## src/hw/fpgc_pkg.sv

```systemverilog
/*
  fpgc_pkg: offsets, field positions, reset values and carrier types for
  the four-pin general-purpose port block.
  assumes: a single 50 MHz host clock and a plain register port.
*/
package fpgc_pkg;

  // ==========================================================================
  // register map
  localparam logic [7:0] FPGC_GENERAL_PIN_CONTROL_OFF = 8'hfc;
  localparam logic [31:0] FPGC_CTRL_RESET = 32'h00001010;
  // writable bits; everything else is reserved and reads as zero
  localparam logic [31:0] FPGC_CTRL_WMASK = 32'h3131b1b1;

  // ==========================================================================
  // field positions
  localparam int FPGC_PIN0_DATA = 0;
  localparam int FPGC_PIN0_OUTPUT_ENABLE = 4;
  localparam int FPGC_PIN0_INVERT = 5;
  localparam int FPGC_PIN0_GENERAL_PURPOSE_SELECT = 7;
  localparam int FPGC_PIN1_DATA = 8;
  localparam int FPGC_PIN1_OUTPUT_ENABLE = 12;
  localparam int FPGC_PIN1_INVERT = 13;
  localparam int FPGC_PIN1_GENERAL_PURPOSE_SELECT = 15;
  localparam int FPGC_PIN2_DATA = 16;
  localparam int FPGC_PIN2_OUTPUT_ENABLE = 20;
  localparam int FPGC_PIN2_INVERT = 21;
  localparam int FPGC_PIN3_DATA = 24;
  localparam int FPGC_PIN3_OUTPUT_ENABLE = 28;
  localparam int FPGC_PIN3_INVERT = 29;
  localparam int FPGC_PINS = 4;

  // ==========================================================================
  // carrier types
  typedef struct packed {
    logic [7:0] addr;
    logic [31:0] wdata;
    logic wr;
    logic rd;
  } fpgc_req_s;

  // per-pin configuration picked out of the control word
  typedef struct packed {
    logic gp_sel;
    logic invert;
    logic oe;
    logic data;
  } fpgc_pin_cfg_s;

  // drive level and enable of one two-way terminal
  typedef struct packed {
    logic out;
    logic oe;
  } fpgc_pad_s;

endpackage

```

## src/hw/fpgc_sync.sv

```systemverilog
/*
  fpgc_sync: two-flop synchroniser for the four terminal input levels.
  assumes: inputs may change at any time relative to clk_i.
*/
`timescale 1ns/1ns
`default_nettype none

module fpgc_sync (
  input wire logic clk_i,
  input wire logic rst_n_i,
  input wire logic [3:0] async_i,
  output logic [3:0] sync_o
);

  // ==========================================================================
  // synchroniser; the first stage feeds only the second
  logic [3:0] meta_r;
  logic [3:0] sync_r;

  always_ff @(posedge clk_i or negedge rst_n_i) begin
    if (!rst_n_i) begin
      meta_r <= 4'h0;
      sync_r <= 4'h0;
    end else begin
      meta_r <= async_i;
      sync_r <= meta_r;
    end
  end

  assign sync_o = sync_r;

endmodule // fpgc_sync

`default_nettype wire

```

## src/hw/fpgc_pin.sv

```systemverilog
/*
  fpgc_pin: output mux and polarity for one terminal.
  assumes: link_* are tied low by the parent for pins without a link
  function, with gp_sel held high.
*/
`timescale 1ns/1ns
`default_nettype none

module fpgc_pin (
  input wire fpgc_pkg::fpgc_pin_cfg_s cfg_i,
  input wire logic link_out_i,
  input wire logic link_oe_i,
  input wire logic pad_sync_i,
  output var fpgc_pkg::fpgc_pad_s pad_o,
  output logic gp_level_o
);

  // ==========================================================================
  // drive selection
  wire logic gp_out;
  wire logic gp_oe;

  // polarity applies to the driven level
  assign gp_out = cfg_i.data ^ cfg_i.invert;
  assign gp_oe = cfg_i.oe;
  // link function owns the terminal until selected
  assign pad_o.out = cfg_i.gp_sel ? gp_out : link_out_i;
  assign pad_o.oe = cfg_i.gp_sel ? gp_oe : link_oe_i;
  // sampled level through the same inversion
  assign gp_level_o = pad_sync_i ^ (cfg_i.gp_sel & cfg_i.invert);

endmodule // fpgc_pin

`default_nettype wire

```

## src/hw/fpgc_top.sv

```systemverilog
/*
  fpgc_top: four-pin general-purpose port with one 32-bit control
  register. pins 0 and 1 share terminals with the bus manager contender
  and link power status outputs of the link; pins 2 and 3 are always
  general purpose. the data bit of a pin that general-purpose logic does
  not drive reads back the synchronised terminal level, through the inversion only while selected.
  assumes: register port strobes are one cycle long and synchronous;
  read data are wanted in the cycle after the read strobe only;
  terminal inputs are synchronised here, so a level change reaches the
  read path two edges late; the link levels are already synchronous to
  clk_i and go to the terminals without a register stage; software
  that polls a terminal must allow for the synchroniser delay.
*/
// Design decision made here: the address-and-strobe port.
// Overview of operation
// - terminal 0 is contender until select bit set
// - terminal 1 is power status until select set
// - reserved bits read zero, ignore writes
// - pin3 invert sets in and out polarity
// - pin3 enable gates driver, reset off
// - pin3 drives its data bit when enabled
// - pin2 invert sets in and out polarity
// - pin2 enable gates driver, reset off
// - pin2 drives its data bit when enabled
// - pin1 invert acts only when selected
// - pin1 enable acts when selected, resets one
// - pin1 drives data when selected and enabled
// - pin0 invert acts only when selected
// - pin0 enable acts when selected, resets one
// - pin0 drives data when selected and enabled
`timescale 1ns/1ns
`default_nettype none

module fpgc_top (
  input wire logic clk_i,
  input wire logic rst_n_i,
  input wire logic [7:0] addr_i,
  input wire logic [31:0] wdata_i,
  input wire logic wr_i,
  input wire logic rd_i,
  output logic [31:0] rdata_o,
  input wire logic bus_manager_contender_pin_i,
  input wire logic link_power_status_pin_i,
  input wire logic [3:0] pin_in_i,
  output logic [3:0] pin_out_o,
  output logic [3:0] pin_oe_o
);

  // ==========================================================================
  // request decode
  fpgc_pkg::fpgc_req_s req;
  wire logic sel_ctrl;
  wire logic wr_ctrl;
  wire logic rd_ctrl;
  wire logic [31:0] wr_word;

  assign req.addr = addr_i;
  assign req.wdata = wdata_i;
  assign req.wr = wr_i;
  assign req.rd = rd_i;
  assign sel_ctrl = (req.addr == fpgc_pkg::FPGC_GENERAL_PIN_CONTROL_OFF);
  assign wr_ctrl = req.wr & sel_ctrl;
  assign rd_ctrl = req.rd & sel_ctrl;
  // reserved positions are dropped before they reach the register
  assign wr_word = req.wdata & fpgc_pkg::FPGC_CTRL_WMASK;

  // ==========================================================================
  // control register
  logic [31:0] ctrl_r;
  logic [31:0] ctrl_nxt;

  assign ctrl_nxt = wr_ctrl ? wr_word : ctrl_r;

  // reset value holds pin0 and pin1 enables high
  // asynchronous, so the terminals take their link roles at once
  always_ff @(posedge clk_i or negedge rst_n_i) begin
    if (!rst_n_i) begin
      ctrl_r <= fpgc_pkg::FPGC_CTRL_RESET;
    end else begin
      ctrl_r <= ctrl_nxt;
    end
  end

  // ==========================================================================
  // per-pin configuration
  // positions come in as ints so one function serves all four pins
  function automatic fpgc_pkg::fpgc_pin_cfg_s cfg_of(
    input logic [31:0] c,
    input logic sel,
    input int inv,
    input int oe,
    input int dat
  );
    fpgc_pkg::fpgc_pin_cfg_s r;
    r.gp_sel = sel;
    r.invert = c[inv];
    r.oe = c[oe];
    r.data = c[dat];
    return r;
  endfunction

  fpgc_pkg::fpgc_pin_cfg_s cfg [4];
  wire logic sel0;
  wire logic sel1;

  // contender output until select bit set
  assign sel0 = ctrl_r[fpgc_pkg::FPGC_PIN0_GENERAL_PURPOSE_SELECT];
  // power status output until select bit set
  assign sel1 = ctrl_r[fpgc_pkg::FPGC_PIN1_GENERAL_PURPOSE_SELECT];
  assign cfg[0] = cfg_of(
    ctrl_r,
    sel0,
    fpgc_pkg::FPGC_PIN0_INVERT,
    fpgc_pkg::FPGC_PIN0_OUTPUT_ENABLE,
    fpgc_pkg::FPGC_PIN0_DATA
  );

  assign cfg[1] = cfg_of(
    ctrl_r,
    sel1,
    fpgc_pkg::FPGC_PIN1_INVERT,
    fpgc_pkg::FPGC_PIN1_OUTPUT_ENABLE,
    fpgc_pkg::FPGC_PIN1_DATA
  );

  assign cfg[2] = cfg_of(
    ctrl_r,
    1'b1,
    fpgc_pkg::FPGC_PIN2_INVERT,
    fpgc_pkg::FPGC_PIN2_OUTPUT_ENABLE,
    fpgc_pkg::FPGC_PIN2_DATA
  );

  assign cfg[3] = cfg_of(
    ctrl_r,
    1'b1,
    fpgc_pkg::FPGC_PIN3_INVERT,
    fpgc_pkg::FPGC_PIN3_OUTPUT_ENABLE,
    fpgc_pkg::FPGC_PIN3_DATA
  );

  // ==========================================================================
  // field decode for the read path
  wire logic pin0_oe_bit;
  wire logic pin1_oe_bit;
  wire logic pin2_oe_bit;
  wire logic pin3_oe_bit;

  wire logic pin0_data_bit;
  wire logic pin1_data_bit;
  wire logic pin2_data_bit;
  wire logic pin3_data_bit;

  // enables decide whether a pin reads its terminal
  assign pin0_oe_bit = ctrl_r[fpgc_pkg::FPGC_PIN0_OUTPUT_ENABLE];
  assign pin1_oe_bit = ctrl_r[fpgc_pkg::FPGC_PIN1_OUTPUT_ENABLE];
  assign pin2_oe_bit = ctrl_r[fpgc_pkg::FPGC_PIN2_OUTPUT_ENABLE];
  assign pin3_oe_bit = ctrl_r[fpgc_pkg::FPGC_PIN3_OUTPUT_ENABLE];

  // stored data bits, shown while the pin drives
  assign pin0_data_bit = ctrl_r[fpgc_pkg::FPGC_PIN0_DATA];
  assign pin1_data_bit = ctrl_r[fpgc_pkg::FPGC_PIN1_DATA];
  assign pin2_data_bit = ctrl_r[fpgc_pkg::FPGC_PIN2_DATA];
  assign pin3_data_bit = ctrl_r[fpgc_pkg::FPGC_PIN3_DATA];

  // ==========================================================================
  // link functions are outputs of the link, always driven
  // terminals 2 and 3 have no link function; their slots stay low and
  // their select is tied high, so these slots are never chosen
  wire logic [3:0] link_out;
  wire logic [3:0] link_oe;

  assign link_out = {2'b00, link_power_status_pin_i,
    bus_manager_contender_pin_i};
  assign link_oe = 4'h3;

  // ==========================================================================
  // terminals
  wire logic [3:0] pad_sync;
  wire logic [3:0] gp_level;
  fpgc_pkg::fpgc_pad_s pad [4];

  // one synchroniser for all four terminals; each bit settles alone
  fpgc_sync u_sync (
    .clk_i(clk_i),
    .rst_n_i(rst_n_i),
    .async_i(pin_in_i),
    .sync_o(pad_sync)
  );

  // terminal 0: contender or pin0
  // shared terminals fall back to the link whenever select is low
  fpgc_pin u_pin0 (
    .cfg_i(cfg[0]),
    .link_out_i(link_out[0]),
    .link_oe_i(link_oe[0]),
    .pad_sync_i(pad_sync[0]),
    .pad_o(pad[0]),
    .gp_level_o(gp_level[0])
  );

  // terminal 1: power status or pin1
  // stored pin1 bits wait unused until select is set
  fpgc_pin u_pin1 (
    .cfg_i(cfg[1]),
    .link_out_i(link_out[1]),
    .link_oe_i(link_oe[1]),
    .pad_sync_i(pad_sync[1]),
    .pad_o(pad[1]),
    .gp_level_o(gp_level[1])
  );

  // terminal 2, always pin2
  // link inputs are tied low and never reach the terminal
  fpgc_pin u_pin2 (
    .cfg_i(cfg[2]),
    .link_out_i(link_out[2]),
    .link_oe_i(link_oe[2]),
    .pad_sync_i(pad_sync[2]),
    .pad_o(pad[2]),
    .gp_level_o(gp_level[2])
  );

  // terminal 3, always pin3
  // driver stays off from reset until software enables it
  fpgc_pin u_pin3 (
    .cfg_i(cfg[3]),
    .link_out_i(link_out[3]),
    .link_oe_i(link_oe[3]),
    .pad_sync_i(pad_sync[3]),
    .pad_o(pad[3]),
    .gp_level_o(gp_level[3])
  );

  // enables and levels leave as plain vectors
  assign pin_out_o = {pad[3].out, pad[2].out, pad[1].out, pad[0].out};
  assign pin_oe_o = {pad[3].oe, pad[2].oe, pad[1].oe, pad[0].oe};

  // ==========================================================================
  // read path
  logic [31:0] rview;
  logic [31:0] rdata_r;
  logic [31:0] rdata_nxt;

  // a pin reads its terminal unless general-purpose logic drives it
  function automatic logic view_bit(
    input logic shows_level,
    input logic level,
    input logic stored
  );
    return shows_level ? level : stored;
  endfunction

  wire logic pin0_shows_level;
  wire logic pin1_shows_level;
  wire logic pin2_shows_level;
  wire logic pin3_shows_level;

  // data bits of undriven pins show the terminal level, inverted only on selected pins
  assign pin0_shows_level = !pin0_oe_bit || !sel0;
  assign pin1_shows_level = !pin1_oe_bit || !sel1;
  assign pin2_shows_level = !pin2_oe_bit;
  assign pin3_shows_level = !pin3_oe_bit;

  // only the data bits differ from the stored word
  always_comb begin
    rview = ctrl_r;
    rview[fpgc_pkg::FPGC_PIN0_DATA] = view_bit(pin0_shows_level,
      gp_level[0], pin0_data_bit);
    rview[fpgc_pkg::FPGC_PIN1_DATA] = view_bit(pin1_shows_level,
      gp_level[1], pin1_data_bit);
    rview[fpgc_pkg::FPGC_PIN2_DATA] = view_bit(pin2_shows_level,
      gp_level[2], pin2_data_bit);
    rview[fpgc_pkg::FPGC_PIN3_DATA] = view_bit(pin3_shows_level,
      gp_level[3], pin3_data_bit);
  end

  // unmapped addresses and idle cycles read zero, so the data stand
  // one cycle only
  assign rdata_nxt = rd_ctrl ? rview : 32'h00000000;

  always_ff @(posedge clk_i or negedge rst_n_i) begin
    if (!rst_n_i) begin
      rdata_r <= 32'h00000000;
    end else begin
      rdata_r <= rdata_nxt;
    end
  end

  assign rdata_o = rdata_r;

endmodule // fpgc_top

`default_nettype wire

```

## config.mk

```make
export PLATFORM = sky130hd
export DESIGN_NAME = fpgc_top
export DESIGN_NICKNAME = d
export VERILOG_FILES = /design/src/hw/fpgc_pkg.sv /design/src/hw/fpgc_sync.sv /design/src/hw/fpgc_pin.sv /design/src/hw/fpgc_top.sv
export SDC_FILE = /design/constraint.sdc
export NUM_CORES = 1
export LEC_CHECK = 0
export BUFFER_PORTS_ARGS = -buffer_cell sky130_fd_sc_hd__buf_2
export CELL_PAD_IN_SITES_DETAIL_PLACEMENT = 1
export CELL_PAD_IN_SITES_GLOBAL_PLACEMENT = 2
export CORE_ASPECT_RATIO = 0.8
export CORE_MARGIN = 1.5
export CORE_UTILIZATION = 26
export DETAILED_ROUTE_END_ITERATION = 8
export HOLD_SLACK_MARGIN = 0.12
export PLACE_DENSITY = 0.81
export SLEW_MARGIN = 15
export SYNTH_ARGS = -nofsm -noshare
export SYNTH_HDL_FRONTEND = slang
export SYNTH_SLANG_ARGS = --single-unit
```

## constraint.sdc

```tcl
create_clock -name clk_i -period 1.4 [get_ports clk_i]
set_input_delay 0.28 -clock clk_i [delete_from_list [all_inputs] [get_ports clk_i]]
set_output_delay 0.28 -clock clk_i [all_outputs]
set_load 0.01 [all_outputs]
```

Word-level counts from Yosys, hierarchy flattened
Index checks and enable logic that the tools add are counted.

Bitwise gates (word level): 12. Reductions and logical operators: 6. Mux-type cells: 9. Equality and inequality tests: 1.

Operators by type and width (number): 30-bit two-way mux (1); 8-bit == test, second input constant (1); 1-bit two-way mux (8); 1-bit XOR (8); 1-bit bitwise AND (4); 1-bit logical NOT (4); 1-bit logical OR (2).

Input port bits: 50. Output and inout bits: 40. Register bits after elaboration: 54. Word-level logic and storage cells: 32.

Longest topological paths before layout
Word-level depth: 4. Depth in mapped cells: 4. Depth with buffers taken out: 3.

Cells and area by module
Synthesis repeated with hierarchy kept, for this count alone.

Cell total of the unflattened synthesis: 123. Area total of the unflattened synthesis: 1611.5 um^2.

Modules (own cells, without submodules): fpgc_top (area an instance 1231.2 um^2, times used 1, sequential area each 703.2 um^2, cells each 91); fpgc_sync (area an instance 200.2 um^2, times used 1, sequential area each 200.2 um^2, cells each 8); fpgc_pin (area an instance 45.0 um^2, times used 4, sequential area each 0.0 um^2, cells each 6).

Worst setup path after synthesis
OpenSTA, ideal clock, no wires.

Kind: input-to-reg. Start point: input port addr_i[0]. End point: register ctrl_r[13]. Cell stages on the path: 4. Data required time: 1275 ps. Path buffers: 1. Setup slack: 122 ps. Library setup time: 125 ps. Arrival time: 1153 ps. Cell sequence: and4bb_2 > nand3_4 > buf_6 > mux2_4.

Word-level cells in the longest chain between the ends: 2.

RTL lines: start, declared (line fpgc_top.sv:37) `input wire logic [7:0] addr_i,`; 8-bit == test (line fpgc_top.sv:61) `assign sel_ctrl = (req.addr == fpgc_pkg::FPGC_GENERAL_PIN_CONTROL_OFF);`; 1-bit bitwise AND (line fpgc_top.sv:62) `assign wr_ctrl = req.wr & sel_ctrl;`; end signal, assigned (line fpgc_top.sv:78) `ctrl_r <= fpgc_pkg::FPGC_CTRL_RESET;`; end signal, assigned (line fpgc_top.sv:80) `ctrl_r <= ctrl_nxt;`; end, declared (line fpgc_top.sv:69) `logic [31:0] ctrl_r;`.

No other way between the ends. A chain may end at the register's enable or synchronous reset.

Final worst setup path
Start point: register ctrl_r[0]. End point: output port pin_out_o[0].

Word-level cells in the longest chain between the ends: 2.

RTL lines: 1-bit XOR (line fpgc_pin.sv:24) `assign gp_out = cfg_i.data ^ cfg_i.invert;`; 1-bit two-way mux (line fpgc_pin.sv:27) `assign pad_o.out = cfg_i.gp_sel ? gp_out : link_out_i;`; end, declared (line fpgc_top.sv:45) `output logic [3:0] pin_out_o,`.

No other way between the ends.

==> results.toml <==
[final_layout]
antenna_cells = 0
layout_commonest_cell = "buf_2"
final_cell_mix = "53 x buf_2, 33 x dfrtp_1, 18 x conb_1"
area_delta_synth_final_pct = 32.6
layout-drive-gt1-share = 0.478
nNetsFinal = 235

[critical_path]
path_max_fanout = 3
cpMaxStageDelayCell = "dfrtp_1"
critPathBufInv = 1
r2r_cells = 3
r2r_start = "ctrl_r[4]$_DFFE_PN1P_"
r2r_slack_ns = 0.22
cp_data_required_time_ns = 1.12
cp.arrival_ns = 1.08
crit_chain = "xnor2_1 -> a21oi_1 -> buf_2"
max_stage_delay_ns = 0.40
path_delay_family = "flip-flops"
rr_endpoint = "rdata_o[0]$_DFF_PN0_"
worstSetupStartpointType = "flop"
worstSetupEndpointType = "output port"
path_class = "reg -> out"

[die]
die_area_um2 = 6510
core_area_um2 = 5850
rows = 25
start_util = 0.268
die_w_um = 89.8
io_pins = 90
die_y_um = 72.5

[outcome]
outcome = "complete, no violations"

[detailed_routing]
dr.pass1.iters = 2
wire_per_inst_um = 11.7
drtIter0Drc = 15
routed_via_density = 3.80
ant_nets = 0
wirelength_um = 3120
dr_total_vias = 1014
drc = 0

[logic_synthesis]
syn_area_per_cell_um2 = 13.5
synth_seq_area_share = 0.576
ys_ff_latch = 36
yosysUniqueCellTypes = 24
yosysWarnings = 0
netlist_area_um2 = 1570
syn_inst = 116

[global_routing]
grt_pass1_wl_um = 4950
antenna_found_initial = 0
overflow = 0
grt_pass1_vias = 1034
grt.total_usage = 0.101
grt_max_degree = 20

[power]
ir_worst_vdd_v = 0.000433
leakagePower_nw = 1.14
finalPower_w = 0.00204
powerDensity_nw_per_um2 = 979

[clock_tree]
clkTransAtPathRegs_ns = 0.07
cts_buffers = 5
ctsRootBufferMaster = "clkbuf_8"
worstSkewPairLatency_ns = 0.27
htreeDepth = 2
numClockSinks = 36
cts_tree = "done"
cts_max_path_buffers = 2

[run]
max-cap-violations = 0

[timing]
rsz0062_at_grt = "yes"
fin_worst_skew_ns = 0.00141
setup_slack_ns = 0.0397
drv_slew = 0
fmax_ghz = 0.735
hold_viol = 0
setup_viol = 0
period_share = 0.972
fin_crit_ns = 1.36

[worst_hold_path]
holdPathStages = 2
whs_endpoint = "ctrl_r[8]$_DFFE_PN0P_"
min_path_type = "in -> reg"
min_from = "wdata_i[8]"

[place]
io_buffer_count = 53
preCtsSetupSlack_ns = -0.0000935
gp_congestion = 0.711
metal layers:
| metal | global-route usage | vias to the layer above | part of all wire |
|---|---|---|---|
| met5 | 0 | - | 0 |
| li1 | - | 477 | - |
| met1 | 0.115 | 500 | 0.42 |
| met3 | 0.0346 | 2 | 0.060 |
| met4 | 0.0317 | 0 | 0.0035 |
| met2 | 0.181 | 35 | 0.52 |
sequential cells by signal (all words and copies together) (netlist names):
signal,cells
u_sync.meta_r,4
u_sync.sync_o,4
rdata_o,14
ctrl_r,14
kinds of logic (layout without fill, tap and decap cells):
logic type,Yosys count,in the layout,synth area share
AND/OR/NAND/NOR,23,23,0.0942
flip-flops,36,36,0.576
buffers and inverters,26,79,0.120
AO/OA/AOI/OAI,6,6,0.0239
other,1,18,0.00239
multiplexers,18,18,0.150
XOR/XNOR,6,6,0.0335
worst max path at each step:
stage | cells past startpoint | start | to
after floorplan | 4 | addr_i[0] | ctrl_r[13]$_DFFE_PN0P_
after global placement | 5 | addr_i[0] | ctrl_r[15]$_DFFE_PN0P_
after detailed placement | 5 | addr_i[0] | ctrl_r[15]$_DFFE_PN0P_
after CTS | 3 | ctrl_r[8]$_DFFE_PN0P_ | pin_out_o[1]
after global routing | 3 | ctrl_r[5]$_DFFE_PN0P_ | pin_out_o[0]
final | 3 | ctrl_r[0]$_DFFE_PN0P_ | pin_out_o[0]
stage by stage:
step	hold WS [ns]	std cells	util	setup TNS [ns]	area [um^2]
finish	0.228	267	0.356	0	2080
global route	0.220	267	0.356	-0.0461	2080
CTS	0.218	262	0.349	0	2040
detailed placement	0.243	247	0.322	-0.0000935	1890
global placement	0.245	247	0.322	0	1890
floorplan	-0.0156	133	-	0	1630
repair_timing:
action / 4_1_cts / 5_1_grt
endpoints found under the hold margin: 20 / 0
pin swaps: 1 / 2
setup endpoints to repair: 2 / 4
cloned: 0 / 0
setup buffers: 2 / 5
gates resized for setup: 0 / 1
hold buffers: 5 / 0
cell type report:
type / count / area (um^2)
sequential: 36 / 905
inverter: 2 / 7.51
multi-input combinational: 71 / 541
timing repair buffer: 69 / 435
clock buffer: 8 / 90.1
fill: 691 / 3770
tap: 81 / 101
synth_stat cells:
cell	n	area share
mux2_4	10	0.096
conb_1	1	0.0024
xor2_1	4	0.022
o21ai_0	2	0.0064
and4_1	1	0.0056
nand2b_1	2	0.0080
nand2_1	2	0.0048
dfstp_2	2	0.034
dfrtp_1	34	0.54
a221oi_1	2	0.011
nand3_1	1	0.0032
nor2_1	4	0.0096
buf_4	22	0.11
buf_6	1	0.0072
mux2i_1	4	0.026
and4bb_2	1	0.0080
and3_1	1	0.0040
xnor2_1	2	0.011
a21oi_1	2	0.0064
nand3_4	1	0.011
inv_1	2	0.0048
clkbuf_1	1	0.0024
and2_1	10	0.040
mux2_2	4	0.029
power breakdown:
part | internal, W | switching [W] | total, W
combinational | 0.000107 | 0.0000921 | 0.000200
sequential | 0.00107 | 0.0000266 | 0.00110
clock | 0.000401 | 0.000335 | 0.000736
Power figures use the tool's default switching activity.
